`config.mk`:
```
export PLATFORM = sky130hd
export DESIGN_NAME = supervisor_fault_status_flags
export DESIGN_NICKNAME = d
export VERILOG_FILES = /design/src/fault_status_pkg.sv /design/src/supervisor_fault_status_flags.sv /design/src/sticky_flag.sv
export SDC_FILE = /design/constraint.sdc
export NUM_CORES = 1
export LEC_CHECK = 0
export BUFFER_PORTS_ARGS = -buffer_cell sky130_fd_sc_hd__buf_2
export CAP_MARGIN = 20
export CELL_PAD_IN_SITES_DETAIL_PLACEMENT = 0
export CELL_PAD_IN_SITES_GLOBAL_PLACEMENT = 1
export CORE_MARGIN = 2
export CORE_UTILIZATION = 30
export CTS_CLUSTER_DIAMETER = 150
export CTS_CLUSTER_SIZE = 14
export DETAILED_ROUTE_END_ITERATION = 6
export PLACE_DENSITY = 0.73
export SYNTH_ARGS = -nofsm -noshare
export SYNTH_HDL_FRONTEND = slang
export SYNTH_HIERARCHICAL = 1
export SYNTH_SLANG_ARGS = --single-unit
export TNS_END_PERCENT = 1
```
`constraint.sdc`:
```
create_clock -name clk_i -period 0.9 [get_ports clk_i]
set_input_delay 0.135 -clock clk_i [delete_from_list [all_inputs] [get_ports clk_i]]
set_output_delay 0.135 -clock clk_i [all_outputs]
set_load 0.03 [all_outputs]
```
`src/fault_status_pkg.sv`:
```
package fault_status_pkg;

   // Register offsets and reset values
   localparam logic [7:0] CONTROL_COMM_FAULT_STATUS_ADDR     = 8'h22;
   localparam logic [7:0] TEST_CONFIG_LOAD_FAULT_STATUS_ADDR = 8'h23;
   localparam logic [7:0] STATUS_RESET                       = 8'h00;

   // Control and communication register bits
   localparam int CRC_FAULT_BIT      = 4;
   localparam int IRQ_PIN_FAULT_BIT  = 3;
   localparam int THERMAL_FAULT_BIT  = 2;
   localparam int PACKET_ERROR_BIT   = 0;

   // Test and configuration-load register bits
   localparam int SEC_BIT            = 3;
   localparam int DED_BIT            = 2;
   localparam int SELF_TEST_DONE_BIT = 1;
   localparam int SELF_TEST_FAIL_BIT = 0;

   // Readable bit masks; reserved bits read as zero
   localparam logic [7:0] CONTROL_MASK = 8'h1d;
   localparam logic [7:0] TEST_MASK    = 8'h0f;

   // Number of sticky flags handled by the cell array
   localparam int NUM_FLAGS = 8;

endpackage : fault_status_pkg

```
`src/supervisor_fault_status_flags.sv`:
```
`timescale 1ns/1ns
module supervisor_fault_status_flags
   import fault_status_pkg::*;
(
   // Clock and reset
   input  wire logic       clk_i,
   input  wire logic       nrst_i,
   // Register port from the serial interface
   input  wire logic       reg_wr_i,
   input  wire logic       reg_rd_i,
   input  wire logic [7:0] reg_addr_i,
   input  wire logic [7:0] reg_wdata_i,
   output logic      [7:0] reg_rdata_o,
   // Interrupt enables
   input  wire logic       runtime_check_enable_i,
   input  wire logic       thermal_shutdown_enable_i,
   input  wire logic       packet_check_enable_i,
   input  wire logic       single_error_enable_i,
   input  wire logic       self_test_done_enable_i,
   input  wire logic       self_test_fail_enable_i,
   input  wire logic       require_packet_code_i,
   // Fault events from on-chip logic, one-cycle pulses
   input  wire logic       crc_mismatch_i,
   input  wire logic       packet_code_mismatch_i,
   input  wire logic       packet_code_missing_i,
   input  wire logic       single_error_i,
   input  wire logic       double_error_i,
   input  wire logic       self_test_done_i,
   input  wire logic       self_test_fail_i,
   // Fault conditions from analog detectors, asynchronous levels
   input  wire logic       irq_pin_fault_i,
   input  wire logic       thermal_shutdown_i,
   // Status outputs
   output logic      [7:0] control_comm_fault_status_o,
   output logic      [7:0] test_config_load_fault_status_o,
   output logic            failsafe_o
);

   logic [1:0]           irq_sync_q;
   logic [1:0]           therm_sync_q;
   logic                 irq_lvl;
   logic                 therm_lvl;
   logic                 wr_ctl;
   logic                 wr_tst;
   logic [NUM_FLAGS-1:0] set_v;
   logic [NUM_FLAGS-1:0] clr_v;
   logic [NUM_FLAGS-1:0] hold_v;
   logic [NUM_FLAGS-1:0] flag_v;
   logic [7:0]           ctl_d;
   logic [7:0]           tst_d;
   logic [7:0]           ctl_q;
   logic [7:0]           tst_q;
   logic [7:0]           rdata_q;
   logic                 failsafe_q;
   logic [7:0]           ctl_img;
   logic [7:0]           tst_img;

   // Flag slots in the cell array: control flags first, then test flags
   localparam int SLOT_CRC    = 0;
   localparam int SLOT_PIN    = 1;
   localparam int SLOT_THERM  = 2;
   localparam int SLOT_PKT    = 3;
   localparam int SLOT_SINGLE = 4;
   localparam int SLOT_DOUBLE = 5;
   localparam int SLOT_DONE   = 6;
   localparam int SLOT_FAIL   = 7;

   // Address match, shared by both write decodes
   function automatic logic hit(input logic [7:0] a, input logic [7:0] r);
      hit = (a == r);
   endfunction : hit

   // Two-stage synchronisers for the analog fault levels
   always_ff @(posedge clk_i or negedge nrst_i) begin
      if (!nrst_i) begin
         irq_sync_q   <= '0;
         therm_sync_q <= '0;
      end else begin
         irq_sync_q   <= {irq_sync_q[0], irq_pin_fault_i};
         therm_sync_q <= {therm_sync_q[0], thermal_shutdown_i};
      end
   end

   assign irq_lvl   = irq_sync_q[1];
   assign therm_lvl = therm_sync_q[1];

   // Write decode
   assign wr_ctl = reg_wr_i &&
                   hit(reg_addr_i, CONTROL_COMM_FAULT_STATUS_ADDR);
   assign wr_tst = reg_wr_i &&
                   hit(reg_addr_i, TEST_CONFIG_LOAD_FAULT_STATUS_ADDR);

   // Set terms; control flags in slots 0..3, test flags in 4..7
   always_comb begin
      set_v              = '0;
      set_v[SLOT_CRC]    = crc_mismatch_i && runtime_check_enable_i;
      set_v[SLOT_PIN]    = irq_lvl;
      set_v[SLOT_THERM]  = therm_lvl && thermal_shutdown_enable_i;
      set_v[SLOT_PKT]    = packet_check_enable_i &&
         (packet_code_mismatch_i ||
          (require_packet_code_i && packet_code_missing_i));
      set_v[SLOT_SINGLE] = single_error_i && single_error_enable_i;
      set_v[SLOT_DOUBLE] = double_error_i;
      set_v[SLOT_DONE]   = self_test_done_i && self_test_done_enable_i;
      set_v[SLOT_FAIL]   = self_test_fail_i && self_test_fail_enable_i;
   end

   // Clear terms: only bits written as one are cleared
   always_comb begin
      clr_v              = '0;
      clr_v[SLOT_CRC]    = wr_ctl && reg_wdata_i[CRC_FAULT_BIT];
      clr_v[SLOT_PIN]    = wr_ctl && reg_wdata_i[IRQ_PIN_FAULT_BIT];
      clr_v[SLOT_THERM]  = wr_ctl && reg_wdata_i[THERMAL_FAULT_BIT];
      clr_v[SLOT_PKT]    = wr_ctl && reg_wdata_i[PACKET_ERROR_BIT];
      clr_v[SLOT_SINGLE] = wr_tst && reg_wdata_i[SEC_BIT];
      clr_v[SLOT_DOUBLE] = wr_tst && reg_wdata_i[DED_BIT];
      clr_v[SLOT_DONE]   = wr_tst && reg_wdata_i[SELF_TEST_DONE_BIT];
      clr_v[SLOT_FAIL]   = wr_tst && reg_wdata_i[SELF_TEST_FAIL_BIT];
   end

   // Condition-held flags resist a clear while the fault is present
   always_comb begin
      hold_v             = '0;
      hold_v[SLOT_PIN]   = irq_lvl;
      hold_v[SLOT_THERM] = therm_lvl;
   end

   // Sticky flag cells
   generate
      for (genvar i = 0; i < NUM_FLAGS; i++) begin : g_flag
         sticky_flag u_flag (
            .clk_i   (clk_i),
            .nrst_i  (nrst_i),
            .set_i   (set_v[i]),
            .clear_i (clr_v[i]),
            .hold_i  (hold_v[i]),
            .flag_o  (flag_v[i])
         );
      end
   endgenerate

   // Register images; reserved bits stay zero
   always_comb begin
      ctl_d                    = STATUS_RESET;
      ctl_d[CRC_FAULT_BIT]      = flag_v[SLOT_CRC];
      ctl_d[IRQ_PIN_FAULT_BIT]  = flag_v[SLOT_PIN];
      ctl_d[THERMAL_FAULT_BIT]  = flag_v[SLOT_THERM];
      ctl_d[PACKET_ERROR_BIT]   = flag_v[SLOT_PKT];
      tst_d                     = STATUS_RESET;
      tst_d[SEC_BIT]            = flag_v[SLOT_SINGLE];
      tst_d[DED_BIT]            = flag_v[SLOT_DOUBLE];
      tst_d[SELF_TEST_DONE_BIT] = flag_v[SLOT_DONE];
      tst_d[SELF_TEST_FAIL_BIT] = flag_v[SLOT_FAIL];
   end

   // Masked images shared by the status outputs and the read path
   assign ctl_img = ctl_d & CONTROL_MASK;
   assign tst_img = tst_d & TEST_MASK;

   // Registered control status output
   always_ff @(posedge clk_i or negedge nrst_i) begin
      if (!nrst_i) begin
         ctl_q <= STATUS_RESET;
      end else begin
         ctl_q <= ctl_img;
      end
   end

   // Registered test status output
   always_ff @(posedge clk_i or negedge nrst_i) begin
      if (!nrst_i) begin
         tst_q <= STATUS_RESET;
      end else begin
         tst_q <= tst_img;
      end
   end

   // Read data, registered; unmapped addresses read as zero
   always_ff @(posedge clk_i or negedge nrst_i) begin
      if (!nrst_i) begin
         rdata_q <= STATUS_RESET;
      end else if (reg_rd_i) begin
         if (hit(reg_addr_i, CONTROL_COMM_FAULT_STATUS_ADDR)) begin
            rdata_q <= ctl_img;
         end else if (hit(reg_addr_i,
                          TEST_CONFIG_LOAD_FAULT_STATUS_ADDR)) begin
            rdata_q <= tst_img;
         end else begin
            rdata_q <= STATUS_RESET;
         end
      end
   end

   // Failsafe latches on a double error and holds until reset
   always_ff @(posedge clk_i or negedge nrst_i) begin
      if (!nrst_i) begin
         failsafe_q <= 1'b0;
      end else if (double_error_i) begin
         failsafe_q <= 1'b1;
      end
   end

   assign reg_rdata_o                     = rdata_q;
   assign control_comm_fault_status_o     = ctl_q;
   assign test_config_load_fault_status_o = tst_q;
   assign failsafe_o                      = failsafe_q;

endmodule : supervisor_fault_status_flags

```
`src/sticky_flag.sv`:
```
`timescale 1ns/1ns
// One write-1-to-clear sticky flag; a set in the clear cycle wins
module sticky_flag (
   // Clock and reset
   input  wire logic clk_i,
   input  wire logic nrst_i,
   // Control
   input  wire logic set_i,
   input  wire logic clear_i,
   input  wire logic hold_i,
   // State
   output logic      flag_o
);

   logic flag_q;

   // Flag register: hold_i blocks a clear while the fault persists
   always_ff @(posedge clk_i or negedge nrst_i) begin
      if (!nrst_i) begin
         flag_q <= 1'b0;
      end else if (set_i) begin
         flag_q <= 1'b1;
      end else if (clear_i && !hold_i) begin
         flag_q <= 1'b0;
      end
   end

   assign flag_o = flag_q;

endmodule : sticky_flag

```
* Word level (Yosys, flattened, before mapping)
Cells that the tools add are included.
** Cells by class
- Equal/unequal tests :: 2
- Reductions and logical operators :: 30
- Muxes and demuxes :: 18
** Operators by type and width (number)
- 1-bit logical AND :: 19
- 8-bit by 6-bit equality test with 1-bit output (second input constant) :: 2
- 1-bit 2-to-1 mux :: 16
- 2-bit nonzero test :: 8
- 5-bit 2-to-1 mux :: 1
- 4-bit 2-to-1 mux :: 1
- 1-bit zero test :: 2
- 1-bit logical OR :: 1
** Storage, ports and cells
- Word-level logic and storage cells :: 64
- Flip-flop bits (word level) :: 29

* Depth between registers and ports, before layout
- Depth in word-level cells :: 6
- Gate-level depth with buffers :: 5

* Modules after synthesis
Netlist, hierarchy kept.
** Modules (own cells, without submodules)
- supervisor_fault_status_flags :: times used 1, cells an instance 74, area an instance 867.1 sq um
- sticky_flag :: times used 8, cells an instance 3, area an instance 38.8 sq um

* Worst setup path after synthesis
No wires, ideal clock.
- Path kind :: input to register
- Start :: in reg_addr_i[4]
- End :: reg g_flag[4].u_flag.flag_q
- Data required time :: 0.782 ns
- Stages on the path :: 5
- Arrival time :: 1.282 ns
- Path slack :: -0.500 ns
- Cells stage by stage :: or4b_4 buf_6 nor4_1 nand2b_1 a21o_1
** On the way
- Longest elaborated chain between the ends :: 4
** Ends and longest elaborated chain
- start: declaration :: line supervisor_fault_status_flags.sv:11 : input wire logic [7:0] reg_addr_i,
- 8-bit by 6-bit equality test with 1-bit output :: line supervisor_fault_status_flags.sv:70 : hit = (a == r);
- 1-bit logical AND :: line supervisor_fault_status_flags.sv:90 : assign wr_tst = reg_wr_i &&
- 1-bit logical AND :: line supervisor_fault_status_flags.sv:115 : clr_v[SLOT_SINGLE] = wr_tst && reg_wdata_i[SEC_BIT];
- via clr_v[4] :: line supervisor_fault_status_flags.sv:46 : logic [NUM_FLAGS-1:0] clr_v;
- 2-bit nonzero test (no source line)
- end signal: assignment :: line sticky_flag.sv:20 : flag_q <= 1'b0;
- end signal: assignment :: line sticky_flag.sv:22 : flag_q <= 1'b1;
- end signal: assignment :: line sticky_flag.sv:24 : flag_q <= 1'b0;
- end: declaration :: line sticky_flag.sv:15 : logic flag_q;
The timed path passes the listed nets, and every way through them passes these cells.
A chain may end at the register's enable or synchronous reset.

* Final worst setup path
- Start :: in reg_addr_i[3]
- End :: reg g_flag[3].u_flag.flag_q
** On the way
- Longest elaborated chain between the ends :: 4
** Ends and longest elaborated chain
- 8-bit by 6-bit equality test with 1-bit output :: line supervisor_fault_status_flags.sv:70
- 1-bit logical AND :: line supervisor_fault_status_flags.sv:88 : assign wr_ctl = reg_wr_i &&
- 1-bit logical AND :: line supervisor_fault_status_flags.sv:114 : clr_v[SLOT_PKT] = wr_ctl && reg_wdata_i[PACKET_ERROR_BIT];
- via clr_v[3] :: line supervisor_fault_status_flags.sv:46
- 2-bit nonzero test (no source line)
- end signal: assignment :: line sticky_flag.sv:20
- end signal: assignment :: line sticky_flag.sv:22
- end signal: assignment :: line sticky_flag.sv:24
- end: declaration :: line sticky_flag.sv:15
The timed path passes the listed nets, and every way through them passes these cells.

==> impl_metrics.csv <==
group,metric,value,unit
outcome,status,"complete, but fails checks",
outcome,violations,"negative setup slack",
synth,synth_area,1180,um2
worst_setup_path,critPathRequiredTime,1.07,ns
drt,first_pass_iters,4,
synth,yosys.area_share.simple,19.6,%
power_and_ir_drop,power,0.00248,W
global_routing,grt_pass1_wl,4110,um
clocking,cts_tree,"built",
worst_setup_path,critPathMaxFanout,5,
placement,dp.cells,206,
clocking,clk_latency,0.27,ns
sta,fin_skew,0.00166,ns
synth,synth.area.mux_share,2.55,%
sta,max_freq,0.857,GHz
sta,finalHoldViolations,0,
drt,drt_iter0_drc,29,
final_layout,fillers,339,
worst_setup_path,worstSetupStartpointType,"input pin",
sta,min_period,1.17,ns
worst_setup_path,crit_arrival,1.34,ns
floorplanning,ios,61,
drt,routed_wl,2800,um
floorplanning,start_util,31.7,%
synth,async_flop_share,100,%
final_layout,area_growth,59.4,%
global_routing,antenna_found_initial,0,
synth,synthTopCellsByCount,"26 x dfrtp_1, 13 x nand2b_1, 11 x buf_4, 9 x inv_1, 8 x a21o_1",
final_layout,num_antenna_cells,0,
floorplanning,die_y,66.6,um
floorplanning,die_area,4440,um2
clocking,clockBufferDepth,2,
synth,synth.largest_area_cell,"dfrtp_1",
synth,synth_xor_area_share,0,%
placement,place_hpwl,1930,um
min_path,hold_path_class,"in2reg",
sta,worst_pin_slew,0.582,ns
placement,io_buffers,46,
synth,synth_top_area_share,55.3,%
synth,synth_top_family_by_area,"simple AND/OR/NAND/NOR gates",
power_and_ir_drop,ir_worst_vdd,0.000623,V
synth,synthAdderAreaFrac,0,%
global_routing,grt_overflow,0,
synth,synth_warnings,6,
floorplanning,rows,22,
synth,ys_ff_latch,26,
synth,yosysSeqAreaShare,55.3,%
synth,ys.flop_type,"dfrtp_1",
synth,synth_edf_count,0,
drt,drtAntennaViolNets,0,
drt,detail_route.wl_per_cell,13.1,um
sta,rsz0062_at_grt,"yes",
synth,synthTopCellsByArea,"dfrtp_1 55%, buf_4 7.0%, nand2b_1 6.9%",
floorplanning,fp.dieW,66.6,um
synth,avgSynthCellArea,12.0,um2
synth,synth_compound_area_share,11.5,%
clocking,cts_root_buf,"clkbuf_8",
synth,synth_most_common_cell,"dfrtp_1",
global_routing,grt_max_degree,27,
global_routing,grt.total_usage,12.8,%
sta,finalSetupViolCount,27,
final_layout,drive_gt1_share,47.6,%
placement,place.gp.congestion,0.745,
synth,syn_inst,98,
worst_setup_path,worstSetupPathType,"in2reg",
clocking,htree_levels,1,
worst_setup_path,crit_path_end_kind,"register",
final_layout,fin_cells,214,
drt,vias,905,
sta,slew_headroom,61.1,%
global_routing,first_global_vias,854,
clocking,cts_sinks,26,
job,drv_cap,0,
drt,drcViolationCount,0,
clocking,cts_buffers,3,
floorplanning,coreArea,3720,um2
power_and_ir_drop,powerDensity,1320,nW/um2
synth,synth_cell_types,20,
sta,finalSetupTns,-2.83,ns
worst_setup_path,rr_worst_depth,2,
min_path,worstHoldPathCells,2,
sta,finalWorstSetupSlack,-0.267,ns
drt,via_per_inst,4.23,
clocking,clkTransAtPathRegs,0.09,ns
sta,finalMaxSlewViolations,0,
power_and_ir_drop,power.leakage,0.856,nW
sta,period_share,130,%
final_layout,nNetsFinal,203,
## worst paths after layout
path                                         startpoint                        endpoint  slack, ns
worst max-delay path                      reg_addr_i[3]         g_flag[3].u_flag/flag_o      -0.27
worst min-delay path                     double_error_i         g_flag[5].u_flag/flag_o       0.06
worst max register to register  g_flag[1].u_flag/flag_o                  reg_rdata_o[3]      -0.01
worst min register to register          therm_sync_q[0]                 therm_sync_q[1]       0.36
max in group asynchronous                        nrst_i         g_flag[6].u_flag/flag_o       0.41
min in group asynchronous                        nrst_i  control_comm_fault_status_o[4]       0.35
## cell families after synthesis
logic type      Yosys count
compound gates           14
mux                       3
other cells               1
buf+inv                  21
flops                    26
simple gates             33
## registers in the layout (all words and copies together), names as in the netlist
name and count:
irq_sync_q 2, failsafe_o 1, g_flag.u_flag/flag_o 8, test_config_load_fault_status_o 4, control_comm_fault_status_o 4, reg_rdata_o 5
therm_sync_q 2
## layout make-up
cell class              count  area, um2  area share, %
clock buffers               3       41.3           2.20
flip-flops and latches     26        651           34.7
clock inverters             1       30.0           1.60
well taps                  48       60.1           3.20
inverters                   9       33.8           1.80
repair buffers             59        474           25.3
multi-input cells          68        587           31.3
## cells in the final DEF (no fill, tap or decap), drive strengths merged, types with 5 or more instances in the layout
master	netlist	layout
inv	9	9
dfrtp	26	26
nand2b	13	13
conb	1	17
a21o	8	8
nor4	8	8
and2	5	5
buf	12	56
o41ai	5	5
## power by group
group	total, W	internal, W	switching [W]
Sequential	0.00118	0.00118	0.00000487
Clock	0.000967	0.000595	0.000372
Combinational	0.000331	0.000140	0.000191
## worst max-delay path, stage by stage
cell,delay (ns)
buf_6,0.09
or4b_4,0.61
nor4_4,0.24
nand2b_1,0.08
a21o_1,0.17
## per-layer routing
metal	GRT usage [%]	routed length [um]	up-vias	part of all wire, %
met1	17.1	1210	424	43
met3	3.38	192	2	6.9
met2	19.4	1390	33	50
li1	-	-	446	-
met5	0	0	-	0
met4	5.61	4	0	0.14
## stage by stage
stage / hold slack, ns / instance area [um2] / util, % / setup slack (ns)
CTS: 0.0560 / 1840 / 49.4 / -0.240
finish: 0.0627 / 1880 / 50.5 / -0.267
global route: 0.0518 / 1880 / 50.5 / -0.316
global placement: 0.0877 / 1550 / 41.6 / -0.621
floorplan: -0.161 / 1270 / - / -0.493
detailed placement: 0.0966 / 1550 / 41.6 / -0.644
## what timing repair did
item	4_1_cts	5_1_grt
cloned	1	0
gates resized for setup	41	7
buffers inserted	0	0
hold buffers	3	0
endpoints found under the setup margin	27	27
pin swaps	13	2
endpoints found under the hold margin	28	0
No activity file was read; power rests on OpenSTA's default activity.
